==> config.mk <==
export PLATFORM = sky130hd
export DESIGN_NAME = dcto_monitor
export DESIGN_NICKNAME = d
export VERILOG_FILES = /design/src/common/dcto_pkg.sv /design/src/hw/dcto_filter.sv /design/src/hw/dcto_monitor.sv
export VERILOG_INCLUDE_DIRS = /design/src /design/src/common
export SDC_FILE = /design/constraint.sdc
export NUM_CORES = 1
export LEC_CHECK = 0
export BUFFER_PORTS_ARGS = -buffer_cell sky130_fd_sc_hd__buf_4
export CAP_MARGIN = 20
export CORE_MARGIN = 5
export CORE_UTILIZATION = 53
export CTS_CLUSTER_DIAMETER = 150
export DETAILED_ROUTE_END_ITERATION = 6
export PLACE_DENSITY = 0.73
export RECOVER_POWER = 50
export SLEW_MARGIN = 20
export SYNTH_ARGS = -nofsm -noshare
export SYNTH_HDL_FRONTEND = slang
export SYNTH_SLANG_ARGS = --single-unit
==> constraint.sdc <==
create_clock -name clk_i -period 2.2 [get_ports clk_i]
set_clock_uncertainty 0.15 [all_clocks]
set_input_delay 0.11 -clock clk_i [delete_from_list [all_inputs] [get_ports clk_i]]
set_output_delay 0.11 -clock clk_i [all_outputs]
set_load 0.1 [all_outputs]
==> src/common/dcto_params.svh <==
// Constants for the dual-channel torque-off monitor: timing and encodings.
// Assumes a 125 MHz system clock; counts are derived from times in us.
`ifndef DCTO_PARAMS_SVH
`define DCTO_PARAMS_SVH

`define DCTO_CLK_MHZ          125
// Least input break taken as a demand, in microseconds
`define DCTO_FILT_US          1000
`define DCTO_FILT_CYC         (`DCTO_FILT_US * `DCTO_CLK_MHZ)
// Mismatch must last longer than this, in microseconds
`define DCTO_MISM_US          200000
`define DCTO_MISM_CYC         (`DCTO_MISM_US * `DCTO_CLK_MHZ)
// Longest response after a valid demand, in microseconds
`define DCTO_RESP_MAX_US      5000
// Fault indication must come before this, in microseconds
`define DCTO_FAULT_IND_US     500000
// Warning indication must come before this, in microseconds
`define DCTO_WARN_IND_US      1000000
// Fault reaction completes within this after detection, in microseconds
`define DCTO_REACT_US         10000
// Indication select codes, per running/stopped state
`define DCTO_IND_NONE         2'h0
`define DCTO_IND_WARN         2'h1
`define DCTO_IND_FAULT        2'h2
`define DCTO_CNT_W            25

`endif

==> src/common/dcto_pkg.sv <==
// Types for the dual-channel torque-off monitor.
// Used by the monitor top and its input filter.
package dcto_pkg;

  typedef enum logic [1:0] {
    DCTO_RUN_OK,
    DCTO_RUN_OFF,
    DCTO_RUN_LOCK
  } dcto_state_type;

endpackage : dcto_pkg

==> src/hw/dcto_filter.sv <==
// Glitch filter for one torque-off input channel.
// Input is synchronous to clk_i; output follows only a level held long enough.
`timescale 1ns/1ps
`include "dcto_params.svh"

module dcto_filter
  import dcto_pkg::*;
#(
  parameter int unsigned FILT_CYC = `DCTO_FILT_CYC
)
(
  input  wire logic clk_i,
  input  wire logic rst_n_i,
  input  wire logic raw_i,
  output logic      level_o
);

  logic [`DCTO_CNT_W-1:0] cnt_q;
  logic                   level_q;

  // ----------------------------------------------------------------------
  // Hold filter
  // ----------------------------------------------------------------------
  // Counter runs while raw differs from the accepted level; pulses that
  // end early restart it, so short breaks never reach the output.
  always_ff @(posedge clk_i or negedge rst_n_i)
  begin
    if (!rst_n_i)
    begin
      cnt_q   <= '0;
      level_q <= 1'b0; // Safe: treat as de-energized until proven
    end
    else if (raw_i == level_q)
    begin
      cnt_q <= '0;
    end
    else if (cnt_q >= `DCTO_CNT_W'(FILT_CYC - 1))
    begin
      cnt_q   <= '0;
      level_q <= raw_i;
    end
    else
    begin
      cnt_q <= cnt_q + 1'b1;
    end
  end

  assign level_o = level_q;

endmodule : dcto_filter

==> src/hw/dcto_monitor.sv <==
// Dual-channel torque-off monitor: gate enable, restart lock, indication
// and latched channel mismatch fault.
// Inputs are synchronous to clk_i; input high means energized (run allowed).
//
// Contract
// - Both inputs off: remove gate drive
// - Raise indication chosen per running/stopped
// - Inputs open: refuse restart, stage off
// - Fault reset required before restart
// - Torque-off overrides every other enable
// - Channel disagreement trips mismatch fault
// - Single-channel use gives same fault
// - Mismatch counts only after 200 ms
// - Fault reaction within 10 ms
// - Breaks of 1 ms recognised, shorter filtered
// - Gate drive removed within 5 ms
// - Fault indication under 500 ms
// - Warning indication under 1000 ms
// - Start during torque-off: reject, warn
`timescale 1ns/1ps
`include "dcto_params.svh"

module dcto_monitor
  import dcto_pkg::*;
#(
  parameter int unsigned FILT_CYC = `DCTO_FILT_CYC,
  parameter int unsigned MISM_CYC = `DCTO_MISM_CYC
)
(
  input  wire logic       clk_i,
  input  wire logic       rst_n_i,
  input  wire logic [1:0] torque_off_input_channel_i,
  input  wire logic       start_req_i,
  input  wire logic       stop_req_i,
  input  wire logic       fault_reset_i,
  input  wire logic [1:0] ind_sel_run_i,
  input  wire logic [1:0] ind_sel_stop_i,
  output logic            gate_enable_o,
  output logic            running_o,
  output logic            torque_off_active_o,
  output logic            torque_off_warning_o,
  output logic            torque_off_fault_o,
  output logic            start_rejected_warning_o,
  output logic            dual_channel_mismatch_fault_o
);

  logic [1:0]             chan_lvl;
  logic                   both_off;
  logic                   mism;
  logic [`DCTO_CNT_W-1:0] mism_cnt_q;
  logic                   mism_fault_q;
  logic                   fault_pend_q;
  dcto_state_type         state_q;
  logic                   sto_q;
  logic                   warn_q;
  logic                   fault_q;
  logic                   rej_q;

  // Decode the selected indication for the state at activation
  function automatic logic [1:0] sel_ind(input logic run,
                                         input logic [1:0] sr,
                                         input logic [1:0] ss);
    sel_ind = run ? sr : ss;
  endfunction : sel_ind

  // ----------------------------------------------------------------------
  // Input filtering
  // ----------------------------------------------------------------------
  // One filter per channel so each channel is judged independently
  genvar g;
  generate
    for (g = 0; g < 2; g++)
    begin : g_chan
      dcto_filter #(
        .FILT_CYC (FILT_CYC)
      ) u_filt (
        .clk_i   (clk_i),
        .rst_n_i (rst_n_i),
        .raw_i   (torque_off_input_channel_i[g]),
        .level_o (chan_lvl[g])
      );
    end
  endgenerate

  assign both_off = ~chan_lvl[0] & ~chan_lvl[1];
  assign mism     = chan_lvl[0] ^ chan_lvl[1];

  // ----------------------------------------------------------------------
  // Mismatch detection
  // ----------------------------------------------------------------------
  // Count cycles of disagreement; trip once it lasts longer than the limit
  always_ff @(posedge clk_i or negedge rst_n_i)
  begin
    if (!rst_n_i)
      mism_cnt_q <= '0;
    else if (!mism)
      mism_cnt_q <= '0;
    else if (mism_cnt_q <= `DCTO_CNT_W'(MISM_CYC))
      mism_cnt_q <= mism_cnt_q + 1'b1;
  end

  // Latched fault; a new trip in the reset cycle wins over the clear
  always_ff @(posedge clk_i or negedge rst_n_i)
  begin
    if (!rst_n_i)
      mism_fault_q <= 1'b0;
    else if (mism && mism_cnt_q == `DCTO_CNT_W'(MISM_CYC))
      mism_fault_q <= 1'b1;
    else if (fault_reset_i && !mism)
      mism_fault_q <= 1'b0;
  end

  // Marks the cycle after detection, when the reaction is applied
  always_ff @(posedge clk_i or negedge rst_n_i)
  begin
    if (!rst_n_i)
      fault_pend_q <= 1'b0;
    else
      fault_pend_q <= mism && mism_cnt_q == `DCTO_CNT_W'(MISM_CYC);
  end

  // ----------------------------------------------------------------------
  // Run control
  // ----------------------------------------------------------------------
  // LOCK waits for inputs closed and a fault reset; nothing bypasses it.
  // The reset that clears a latched mismatch also releases the lock, so
  // one reset pulse is enough after the channels agree again.
  always_ff @(posedge clk_i or negedge rst_n_i)
  begin
    if (!rst_n_i)
      state_q <= DCTO_RUN_LOCK;
    else if (both_off || mism || (mism_fault_q && !fault_reset_i))
      state_q <= DCTO_RUN_LOCK;
    else
    begin
      unique case (state_q)
        DCTO_RUN_LOCK:
          if (fault_reset_i)
            state_q <= DCTO_RUN_OFF;
        DCTO_RUN_OFF:
          if (start_req_i && !stop_req_i)
            state_q <= DCTO_RUN_OK;
        DCTO_RUN_OK:
          if (stop_req_i)
            state_q <= DCTO_RUN_OFF;
      endcase
    end
  end

  // Gate drive only in RUN_OK with both channels energized
  assign gate_enable_o = (state_q == DCTO_RUN_OK) & chan_lvl[0]
                         & chan_lvl[1] & ~mism_fault_q;
  assign running_o     = state_q == DCTO_RUN_OK;

  // ----------------------------------------------------------------------
  // Indication
  // ----------------------------------------------------------------------
  // Indication type is captured at activation from the running state
  always_ff @(posedge clk_i or negedge rst_n_i)
  begin
    if (!rst_n_i)
    begin
      sto_q     <= 1'b0;
      warn_q    <= 1'b0;
      fault_q   <= 1'b0;
    end
    else
    begin
      sto_q <= both_off;
      if (both_off && !sto_q)
      begin
        warn_q    <= sel_ind(state_q == DCTO_RUN_OK, ind_sel_run_i,
                             ind_sel_stop_i) == `DCTO_IND_WARN;
        fault_q   <= sel_ind(state_q == DCTO_RUN_OK, ind_sel_run_i,
                             ind_sel_stop_i) == `DCTO_IND_FAULT;
      end
      else if (!both_off)
      begin
        warn_q <= 1'b0;
        if (fault_reset_i)
          fault_q <= 1'b0; // Fault indication stays until reset
      end
    end
  end

  // Start refused while torque-off is active; warn instead
  always_ff @(posedge clk_i or negedge rst_n_i)
  begin
    if (!rst_n_i)
      rej_q <= 1'b0;
    else if (both_off && start_req_i)
      rej_q <= 1'b1;
    else if (!both_off)
      rej_q <= 1'b0;
  end

  assign torque_off_active_o           = sto_q;
  assign torque_off_warning_o          = warn_q;
  assign torque_off_fault_o            = fault_q;
  assign start_rejected_warning_o      = rej_q;
  assign dual_channel_mismatch_fault_o = mism_fault_q;

  // ----------------------------------------------------------------------
  // Assertions
  // ----------------------------------------------------------------------
  property p_gate_off_both;
    @(posedge clk_i) disable iff (!rst_n_i)
      both_off |-> !gate_enable_o;
  endproperty
  a_gate_off_both: assert property (p_gate_off_both)
    else $error("gate enabled while both channels off");

  property p_no_restart;
    @(posedge clk_i) disable iff (!rst_n_i)
      both_off |=> state_q == DCTO_RUN_LOCK;
  endproperty
  a_no_restart: assert property (p_no_restart)
    else $error("run state left lock while inputs open");

  property p_reset_needed;
    @(posedge clk_i) disable iff (!rst_n_i)
      (state_q == DCTO_RUN_LOCK && !fault_reset_i) |=>
        state_q == DCTO_RUN_LOCK;
  endproperty
  a_reset_needed: assert property (p_reset_needed)
    else $error("lock left without fault reset");

  property p_priority;
    @(posedge clk_i) disable iff (!rst_n_i)
      gate_enable_o |-> chan_lvl == 2'b11 && !mism_fault_q;
  endproperty
  a_priority: assert property (p_priority)
    else $error("gate enabled against torque-off");

  property p_trip;
    @(posedge clk_i) disable iff (!rst_n_i)
      (mism && mism_cnt_q == `DCTO_CNT_W'(MISM_CYC)) |=>
        mism_fault_q ##1 !gate_enable_o;
  endproperty
  a_trip: assert property (p_trip)
    else $error("mismatch did not trip and stop gate");

  property p_no_early;
    @(posedge clk_i) disable iff (!rst_n_i)
      $rose(mism_fault_q) |-> $past(mism_cnt_q) == `DCTO_CNT_W'(MISM_CYC);
  endproperty
  a_no_early: assert property (p_no_early)
    else $error("mismatch fault before limit");

  property p_latched;
    @(posedge clk_i) disable iff (!rst_n_i)
      (mism_fault_q && !fault_reset_i) |=> mism_fault_q;
  endproperty
  a_latched: assert property (p_latched)
    else $error("mismatch fault cleared without reset");

  property p_reject;
    @(posedge clk_i) disable iff (!rst_n_i)
      (both_off && start_req_i) |=> start_rejected_warning_o && !running_o;
  endproperty
  a_reject: assert property (p_reject)
    else $error("start during torque-off not rejected");

  property p_filter_response;
    @(posedge clk_i) disable iff (!rst_n_i)
      $fell(chan_lvl[0]) |-> !gate_enable_o;
  endproperty
  a_filter_response: assert property (p_filter_response)
    else $error("gate still on after channel break");

  c_trip: cover property (@(posedge clk_i) disable iff (!rst_n_i)
    $rose(mism_fault_q));
  c_run: cover property (@(posedge clk_i) disable iff (!rst_n_i)
    $rose(gate_enable_o));
  c_sto_run: cover property (@(posedge clk_i) disable iff (!rst_n_i)
    $rose(both_off) && running_o);
  c_reject: cover property (@(posedge clk_i) disable iff (!rst_n_i)
    $rose(start_rejected_warning_o));

endmodule : dcto_monitor

Word-level counts from Yosys, hierarchy flattened. Cells that the tools add are included.

Word-level logic and storage cells: 79. ROM bits: 0. Memory bits (writable): 0. Bits in latches: 0. Flip-flop bits (word level): 84. Bits of input ports: 11. Memories: 0.

Divide/modulo/power cells: 0. Muxes and demuxes: 20. Shift operators: 0. Equality and inequality tests: 13. Reductions and logical operators: 19. $mul: 0. $lt $le $gt $ge: 3. Bitwise gates (word level): 10. Add/subtract/negate cells: 3.

Operators with widths (count): $mux W25 (6); $add A25 B1 Y25 const B (3); $ge A25 B17 Y1 const B (2); $eq A25 B25 Y1 const B (1); $le A25 B25 Y1 const B (1); $mux W2 (5); $mux W1 (8); $logic_and A1 B1 Y1 (6); $ne A2 B1 Y1 const B (3); $ne A3 B3 Y1 const B (2); $pmux W2 S3 (1); $reduce_and A2 Y1 (3); $not A1 Y1 (5); $and A1 B1 Y1 (4); $eq A2 B1 Y1 const B (2); $eq A2 B2 Y1 const B (2); $logic_not A1 Y1 (4); $reduce_bool A2 Y1 (2); $ne A3 B2 Y1 const B (1); $reduce_and A3 Y1 (1); $eq A1 B1 Y1 (2); $logic_not A2 Y1 (1); $logic_or A1 B1 Y1 (2); $xor A1 B1 Y1 (1).

Logic depth before layout (Yosys ltp). Gate-level depths: netlist of the first run.

Depth in word-level cells: 6. Gate-level depth with buffers: 10. Depth with buffers taken out: 8.

Cells and area by module. Synthesis of the first run repeated with hierarchy kept, for this count alone.

Cells, all modules: 395. Area total of the unflattened synthesis: 3998.8 um2.

By module, submodules not included: dcto_filter (cells an instance 105, area each 1134.8 um2, times used 2, sequential area each 650.6 um2); dcto_monitor (cells an instance 185, area each 1729.2 um2, times used 1, sequential area each 802.0 um2).

Worst setup path before layout of the first run. OpenSTA, ideal clock, no wires.

Path type: register -> output. Start point: reg state_q[1]. End point: out gate_enable_o. Stages on the path, launching flop included: 4. Arrival: 3.258 ns. Path slack: -1.318 ns. Data required time: 1.940 ns. Path through: dfstp_2 > nor2_1 > nand3_1 > nor2_1.

Cells in the longest elaborated chain, start to end: 4.

RTL lines: start: declaration (line dcto_monitor.sv:53) `dcto_state_type state_q;`; start signal: assignment (line dcto_monitor.sv:131) `state_q <= DCTO_RUN_LOCK;`; start signal: assignment (line dcto_monitor.sv:133) `state_q <= DCTO_RUN_LOCK;`; start signal: assignment (line dcto_monitor.sv:139) `state_q <= DCTO_RUN_OFF;`; $logic_not A2 Y1; net running_o (line dcto_monitor.sv:39) `output logic running_o,`; $and A1 B1 Y1 (line dcto_monitor.sv:151) `assign gate_enable_o = (state_q == DCTO_RUN_OK) & chan_lvl[0]`; $and A1 B1 Y1 (2 in a row) (line dcto_monitor.sv:152) `& chan_lvl[1] & ~mism_fault_q;`; end: declaration (line dcto_monitor.sv:38) `output logic gate_enable_o,`.

The timed path passes the listed nets, and every way through them passes these cells.

Worst setup path after layout of the first run.
Start point: reg mism_cnt_q[0]. End point: reg mism_cnt_q[16].

Cells in the longest elaborated chain, start to end: 3. Elaborated cells between the ends (all ways): 5.

RTL lines: start: declaration (line dcto_monitor.sv:50) `` logic [`DCTO_CNT_W-1:0] mism_cnt_q; ``; start signal: assignment (line dcto_monitor.sv:99) `mism_cnt_q <= mism_cnt_q + 1'b1;`; $add A25 B1 Y25 (line dcto_monitor.sv:99); $mux W25 (line dcto_monitor.sv:98) `` else if (mism_cnt_q <= `DCTO_CNT_W'(MISM_CYC)) ``; $mux W25 (line dcto_monitor.sv:96) `else if (!mism)`.

Several ways; a longest one is shown, not always the timed one. The select of a mux whose other input is x is not followed. A chain may end at the register's enable or synchronous reset.

==> key figures, run 1 <==
Status
  • Status: complete, but fails checks
  • Failing checks: setup timing

GRT
  • Global-route wire length before repair: 13.3 mm
  • Vias in the first global route: slightly above 3000
  • Largest net degree at the start of global routing: 44
  • Gr usage total: 18.4%
  • Grt ovf: 0
  • Initial antenna violation count: 0

Clock tree
  • # clock sinks: 84
  • Clock Latency Late Sink: ~0.35 ns
  • CTS H-Tree Depth: 3
  • TritonCTS Buffers: 9
  • CTS Buffer Depth: 2
  • CTS clk-pin slew, worst paths: 0.09 ns
  • Root buffer cell: clkbuf_8
  • CTS tree: yes

Worst hold path
  • Hold Path Origin: ind_sel_stop_i[1]
  • Min-delay worst type: in2reg
  • Hold Path Depth: 5
  • Hold Path End: torque_off_warning_o$_DFFE_PN0P_

Worst setup path
  • WP buf/inv: 2
  • Data required, critical path: approximately 2.3 ns
  • Top cell family by delay on the critical path: simple AND/OR/NAND/NOR gates
  • FF-to-FF setup slack: -0.13 ns
  • Worst path cell trace: inv_2, ha_4, nor4bb_4, nand4b_1, nor3_4, buf_6, nor2_4, or4_4, a21oi_2
  • Worst path max stage delay: approximately 0.54 ns
  • Crit. End Element: register
  • Worst r2r src: mism_cnt_q[0]$_DFFE_PN0P_
  • Crit path max-delay cell type: or4_4
  • FF-to-FF End: mism_cnt_q[16]$_DFFE_PN0P_
  • Crit Path Max Fanout: 5
  • Critical path arrival: 2.45 ns
  • Worst setup path category: reg2reg
  • Worst r2r path cells: 9
  • Critical Path Start Type: register

Timing
  • Final Cycle Share: 106%
  • Post-layout min period: roughly 2.3 ns
  • Least-Margin Pin Slew: 1.02 ns
  • Final setup fails: 9
  • F_max: 0.429 GHz
  • Rel. slew slack: between 30% and 40%
  • RSZ-0062 raised after global routing: yes
  • Hold Slack: ~0.070 ns
  • Setup ws final: -0.130 ns
  • Slew Limit Fails: 0
  • Final hold vios: 0

Yosys
  • Main area contributors after synthesis: dfrtp_1, nor2_1, xor2_1, xnor2_1, nand2_1
  • Avg Cell Area, Syn: just over 10 sq um
  • Dominant cell type by area after synthesis: dfrtp_1
  • Seq/Total Area, Yosys: a little over half
  • Synthesized area: just under 4000 sq um
  • Number of library cell types mapped by synthesis: 50
  • Cell count after synthesis: 381
  • Number of synthesized flops with an enable pin: 0
  • Asr flop ratio synth: between 90% and 100%
  • Number of register bits inferred by synthesis: 84
  • Yosys warns: 0
  • Top cell type's share of synthesized area: between 50 and 60%
  • Main synth FF type: dfrtp_1

Routing
  • Post-route ant nets: 0
  • Total Routed Length: 7.61 mm
  • TritonRoute pass-1 iters: 4
  • DRT iter0 DRCs: 76
  • Wire length per cell: roughly 14 um
  • Avg Vias per Cell: 5.28
  • Post-route DRC: 0
  • Vias: 2961

Placement
  • # placed instances: 533
  • Final HPWL from detailed placement: a little over 5 mm
  • I/O Buffers: 17
  • Pre-CTS setup slack: -0.0404 ns
  • Routability-driven placement congestion ratio: roughly 0.8

Cells and area
  • Post-layout util: 67.6%
  • Most frequent cells in the layout: dfrtp_1, nor2_1, buf_4, nand2_1, xor2_1
  • # nets final: between 400 and 500
  • Share of cells above drive strength 1: about a fifth
  • Commonest non-fill, non-tap cell in the layout: dfrtp_1
  • FILL cells: roughly 570
  • Post-Layout Cell Count: 561
  • Inserted Diodes: 0
  • Reg area: approximately 2100 sq um
  • Multi-input gate area: approximately 1900 sq um
  • Synth-to-Final Area Change: 24.5%

Power and ir drop
  • Power per Cell Area: approximately 600 nW/um^2
  • Total power: just under 3 mW
  • Static leakage: between 2 and 2.5 nW
  • Max VDD drop: ~0.00031 V

Floorplanning
  • I/O pins: 18
  • # rows: 31
  • Die X: ~96 um
  • Die height: about 96 um
  • Die Area: ~9200 sq um
  • Starting Density: a little over half
  • Core area: 7210 sq um

Run
  • Max Cap Violations: 0
[sequential cells by signal, summed over array words and instances, names as in the netlist]
name and flops:
dual_channel_mismatch_fault_o 1, g_chan.u_filt.level_o 2, mism_cnt_q 25, torque_off_fault_o 1
torque_off_warning_o 1, state_q 2, torque_off_active_o 1, start_rejected_warning_o 1
g_chan.u_filt.cnt_q 50
[layout make-up]
class / instances / share of cell area, %
Sequential cell: 84 / 43.1
Multi-Input combinational cell: 294 / 39.4
Timing Repair Buffer: 58 / 9.92
Clock buffer: 10 / 2.82
Tap cell: 99 / 2.54
Clock inverter: 6 / 1.44
Inverter: 10 / 0.769
[power breakdown]
part / internal, mW / switching (mW)
Sequential: 1.57 / 0.0214
Clock: 0.565 / 0.555
Combinational: 0.0905 / 0.153
[stage by stage]
| step | setup TNS (ns) | cell area (sq um) |
|---|---|---|
| 3_5_place_dp | -0.118 | 4450 |
| 6_report | -0.624 | 4880 |
| 3_3_place_gp | -0.0181 | 4450 |
| 4_1_cts | 0 | 4740 |
| 2_1_floorplan | -0.0748 | 3990 |
| 5_1_grt | -2.00 | 4880 |
[kinds of logic after synthesis]
logic type | after synthesis | share of synthesized area (%)
multiplexers | 7 | 1.85
AND/OR/NAND/NOR | 167 | 21.5
XOR/XNOR | 42 | 9.39
buffers and inverters | 18 | 2.08
flip-flops | 84 | 53.7
other | 1 | 0.0957
AO/OA/AOI/OAI | 56 | 9.51
adder cells (fa/ha/maj) | 6 | 1.92
[synthesized netlist by cell type, drive strengths merged, types with 5 or more instances]
cell type  instances
dfrtp             83
nor2              58
nand2             30
xor2              24
xnor2             18
a21oi             17
nand3             15
o21ai             12
and3              10
inv                9
nand4              7
nor3               7
and2               6
ha                 6
nor4               6
o21a               6
or4                6
and4               5
mux2i              5
or3                5
[tightest hold or removal path: stages]
cell	delay [ns]
buf_4	0.07
mux2i_1	0.06
nor3b_1	0.14
a21oi_1	0.11
nor2b_1	0.05
[how the worst max path moves through the flow]
stage                     slack [ns]  depth (start not counted)                      start                    endpoint
final                          -0.13                          9  mism_cnt_q[0]$_DFFE_PN0P_  mism_cnt_q[16]$_DFFE_PN0P_
after CTS                      0.006                          9  mism_cnt_q[1]$_DFFE_PN0P_  mism_cnt_q[16]$_DFFE_PN0P_
after global placement         -0.02                          9  mism_cnt_q[0]$_DFFE_PN0P_  mism_cnt_q[16]$_DFFE_PN0P_
after floorplan                -0.07                         10  mism_cnt_q[0]$_DFFE_PN0P_  mism_cnt_q[14]$_DFFE_PN0P_
after global routing           -0.21                          9  mism_cnt_q[0]$_DFFE_PN0P_  mism_cnt_q[16]$_DFFE_PN0P_
after detailed placement       -0.04                          9  mism_cnt_q[0]$_DFFE_PN0P_  mism_cnt_q[16]$_DFFE_PN0P_
[layer usage]
metal	vias to the layer above	track usage [%]	routed length, um
met5	-	0	0
met1	1455	23.3	3480
met2	37	30.9	3750
li1	1460	-	-
met4	0	6.52	89
met3	9	4.22	290
[repair_timing]
| item | 4_1_cts | 5_1_grt |
|---|---|---|
| resized for setup | 2 | 24 |
| setup endpoints to repair | 9 | 56 |
| gates cloned | 0 | 0 |
| pin swaps | 3 | 10 |
| hold endpoints to repair | 50 | 0 |
| setup buffers | 1 | 7 |
| hold buffers | 6 | 0 |
No activity file was read; power rests on OpenSTA's default activity.
==> run 2, diff against run 1 <==
- CTS_BUF_LIST: default -> sky130_fd_sc_hd__clkbuf_4 sky130_fd_sc_hd__clkbuf_8 sky130_fd_sc_hd__clkbuf_16
- PLACE_DENSITY: 0.73 -> 0.7
- clock period: 2.2 -> 2.9 ns (I/O delays scaled with it)
==> run 2 against run 1 <==
  * The flow finishes with violations (capacitance limit, slew limit)
  * Total power decreased by 23%
  * Global-route usage shrank 0.54 points
  * Hold slack better by 0.051 ns
  * Sequential share of layout area rose by 3.7 points
  * Clock-buffer cell count grew 4
  * Largest power group unchanged
==> key figures, run 2 (same netlist as run 1, synthesis figures left out) <==
GRT
  • Global-route wire length before repair: 12.7 mm (was 13.3 mm)
  • Initial antenna violation count: 0 (unchanged)
  • Grt ovf: 0 (unchanged)
  • Gr usage total: 17.9% (was 18.4%)
  • Vias in the first global route: 2748 (was 3023)
  • Largest net degree at the start of global routing: 85 (was 44)

Cells and area
  • Post-layout util: 62.3% (was 67.6%)
  • Most frequent cells in the layout: dfrtp_1, nor2_1, nand2_1, xor2_1, buf_4 (was dfrtp_1, nor2_1, buf_4, nand2_1, xor2_1)
  • Largest register FFs: 50 (unchanged)
  • Inserted Diodes: 0 (unchanged)
  • Commonest non-fill, non-tap cell in the layout: dfrtp_1 (unchanged)
  • Synth-to-Final Area Change: 14.7% (was 24.5%)
  • # nets final: 442 (was 474)
  • Post-Layout Inst Area: 4500 sq um (was 4880 sq um)
  • Post-Layout Cell Count: 529 (was 561)
  • FILL cells: 628 (was 566)
  • Share of cells above drive strength 1: 10.5% (was 20.6%)
  • Most flop-heavy register: g_chan.u_filt.cnt_q (unchanged)
  • Largest regs: g_chan.u_filt.cnt_q (50), mism_cnt_q (25) (unchanged)

Clock tree
  • # clock sinks: 84 (unchanged)
  • Cts hold-fix bufs: 6 (unchanged)
  • CTS H-Tree Depth: 3 (unchanged)
  • CTS Buffer Depth: 2 (unchanged)
  • TritonCTS Buffers: 9 (unchanged)
  • CTS tree: yes (unchanged)
  • Clock Latency Late Sink: 0.35 ns (about the same)
  • CTS clk-pin slew, worst paths: 0.08 ns (was 0.09 ns)
  • Post_cts resized: 0 (was 2)
  • Buffer count from post-CTS setup fixing: 0 (was 1)
  • Root buffer cell: clkbuf_8 (unchanged)

Routing
  • Post-route ant nets: 0 (unchanged)
  • Post-route DRC: 0 (unchanged)
  • DRT iter0 DRCs: 119 (was 76)
  • TritonRoute pass-1 iters: 4 (unchanged)
  • Vias: 2825 (was 2961)
  • Total Routed Length: 7.17 mm (was 7.61 mm)
  • Avg Vias per Cell: 5.34 (was 5.28)
  • Wire length per cell: 13.5 um (was 13.6 um)

Placement
  • Routability-driven placement congestion ratio: 0.818 (was 0.793)
  • Cell Area, Placed: 4210 sq um (was 4450 sq um)
  • Pre-CTS setup slack: 0.329 ns (was -0.0404 ns)
  • Final HPWL from detailed placement: 4.75 mm (was 5.19 mm)
  • I/O Buffers: 17 (unchanged)
  • # placed instances: 507 (was 533)

Power and ir drop
  • Max VDD drop: 0.000209 V (was 0.000308 V)
  • Total power: 2.29 mW (was 2.96 mW)
  • Power per Cell Area: 509 nW/um^2 (was 607 nW/um^2)
  • Static leakage: 1.91 nW (was 2.10 nW)

Worst hold path
  • Hold Path End: torque_off_warning_o$_DFFE_PN0P_ (unchanged)
  • Hold Path Origin: ind_sel_stop_i[1] (unchanged)
  • Min-delay worst type: in2reg (unchanged)
  • Hold Path Depth: 5 (unchanged)

Worst setup path
  • FF-to-FF setup slack: 0.32 ns (was -0.13 ns)
  • Critical path arrival: 2.68 ns (was 2.45 ns)
  • Worst r2r src: mism_cnt_q[0]$_DFFE_PN0P_ (unchanged)
  • Crit Path Max Fanout: 7 (was 5)
  • Critical Path Start Type: register (unchanged)
  • Worst setup path category: reg2reg (unchanged)
  • Crit. End Element: register (unchanged)
  • Data required, critical path: 3.00 ns (was 2.32 ns)
  • FF-to-FF End: mism_cnt_q[21]$_DFFE_PN0P_ (was mism_cnt_q[16]$_DFFE_PN0P_)
  • Worst r2r path cells: 8 (was 9)

Timing
  • Hold Slack: 0.121 ns (was 0.0698 ns)
  • Final Cycle Share: 89.0% (was 106%)
  • Post-layout min period: 2.58 ns (was 2.33 ns)
  • RSZ-0062 raised after global routing: no (was yes)
  • Least-Margin Pin Slew: 1.98 ns (was 1.02 ns)
  • F_max: 0.387 GHz (was 0.429 GHz)
  • Setup ws final: 0.319 ns (was -0.130 ns)
  • Slew Limit Fails: 85 (was 0)
  • Total negative slack: 0 ns (was -0.624 ns)
  • Final hold vios: 0 (unchanged)
  • Final setup fails: 0 (was 9)
  • Rel. slew slack: -32.2% (was 32.2%)

Status
  • Failing checks: capacitance limit, slew limit (was setup timing)
  • Status: complete, but fails checks (unchanged)

Floorplanning
  • Starting Density: 54.3% (unchanged)
  • I/O pins: 18 (unchanged)
  • # rows: 31 (unchanged)
  • Core area: 7210 sq um (unchanged)
  • Die X: 96.0 um (unchanged)
  • Die Area: 9210 sq um (unchanged)
  • Die height: 96.0 um (unchanged)

Run
  • Max Cap Violations: 1 (was 0)
-- run 2: cell type report --
class                   instances  area (sq um)  share of cell area (%)
repair buffers                 26           208                    4.62
flip-flops and latches         84          2100                    46.8
clock inverters                 2          60.1                    1.34
well taps                      99           124                    2.76
clock buffers                  14           168                    3.73
multi-input cells             294          1800                    39.9
inverters                      10          37.5                   0.835
-- run 2: where the power goes --
| group | internal [mW] | switching [mW] | total [mW] |
|---|---|---|---|
| clock | 0.549 | 0.385 | 0.934 |
| sequential | 1.19 | 0.0227 | 1.22 |
| combinational | 0.0439 | 0.0922 | 0.136 |
-- run 2: per-layer routing --
| metal | global-route usage [%] | up-vias | part of all wire [%] |
|---|---|---|---|
| li1 | - | 1406 | - |
| met3 | 5.79 | 9 | 3.3 |
| met5 | 0 | - | 0 |
| met1 | 23.8 | 1375 | 49 |
| met4 | 6.16 | 0 | 1.7 |
| met2 | 27.5 | 35 | 46 |
-- run 2: how the worst max path moves through the flow --
stage / startpoint / to / slack (ns) / depth (start not counted)
6_report: mism_cnt_q[0]$_DFFE_PN0P_ / mism_cnt_q[21]$_DFFE_PN0P_ / 0.32 / 8
5_1_grt: mism_cnt_q[0]$_DFFE_PN0P_ / mism_cnt_q[21]$_DFFE_PN0P_ / 0.07 / 8
4_1_cts: mism_cnt_q[0]$_DFFE_PN0P_ / mism_cnt_q[21]$_DFFE_PN0P_ / 0.32 / 8
3_3_place_gp: mism_cnt_q[0]$_DFFE_PN0P_ / mism_cnt_q[17]$_DFFE_PN0P_ / 0.46 / 9
3_5_place_dp: mism_cnt_q[0]$_DFFE_PN0P_ / mism_cnt_q[21]$_DFFE_PN0P_ / 0.33 / 8
2_1_floorplan: state_q[0]$_DFFE_PN0P_ / gate_enable_o / 0.32 / 3
-- run 2: critical path: stages (launching register included) --
cell and delay (ns):
dfrtp_1 0.45, inv_1 0.12, ha_1 0.14, nor4bb_1 0.27
nand4b_1 0.14, nor3_2 0.31, o21ai_1 0.22, or4_1 0.50
a21oi_1 0.17
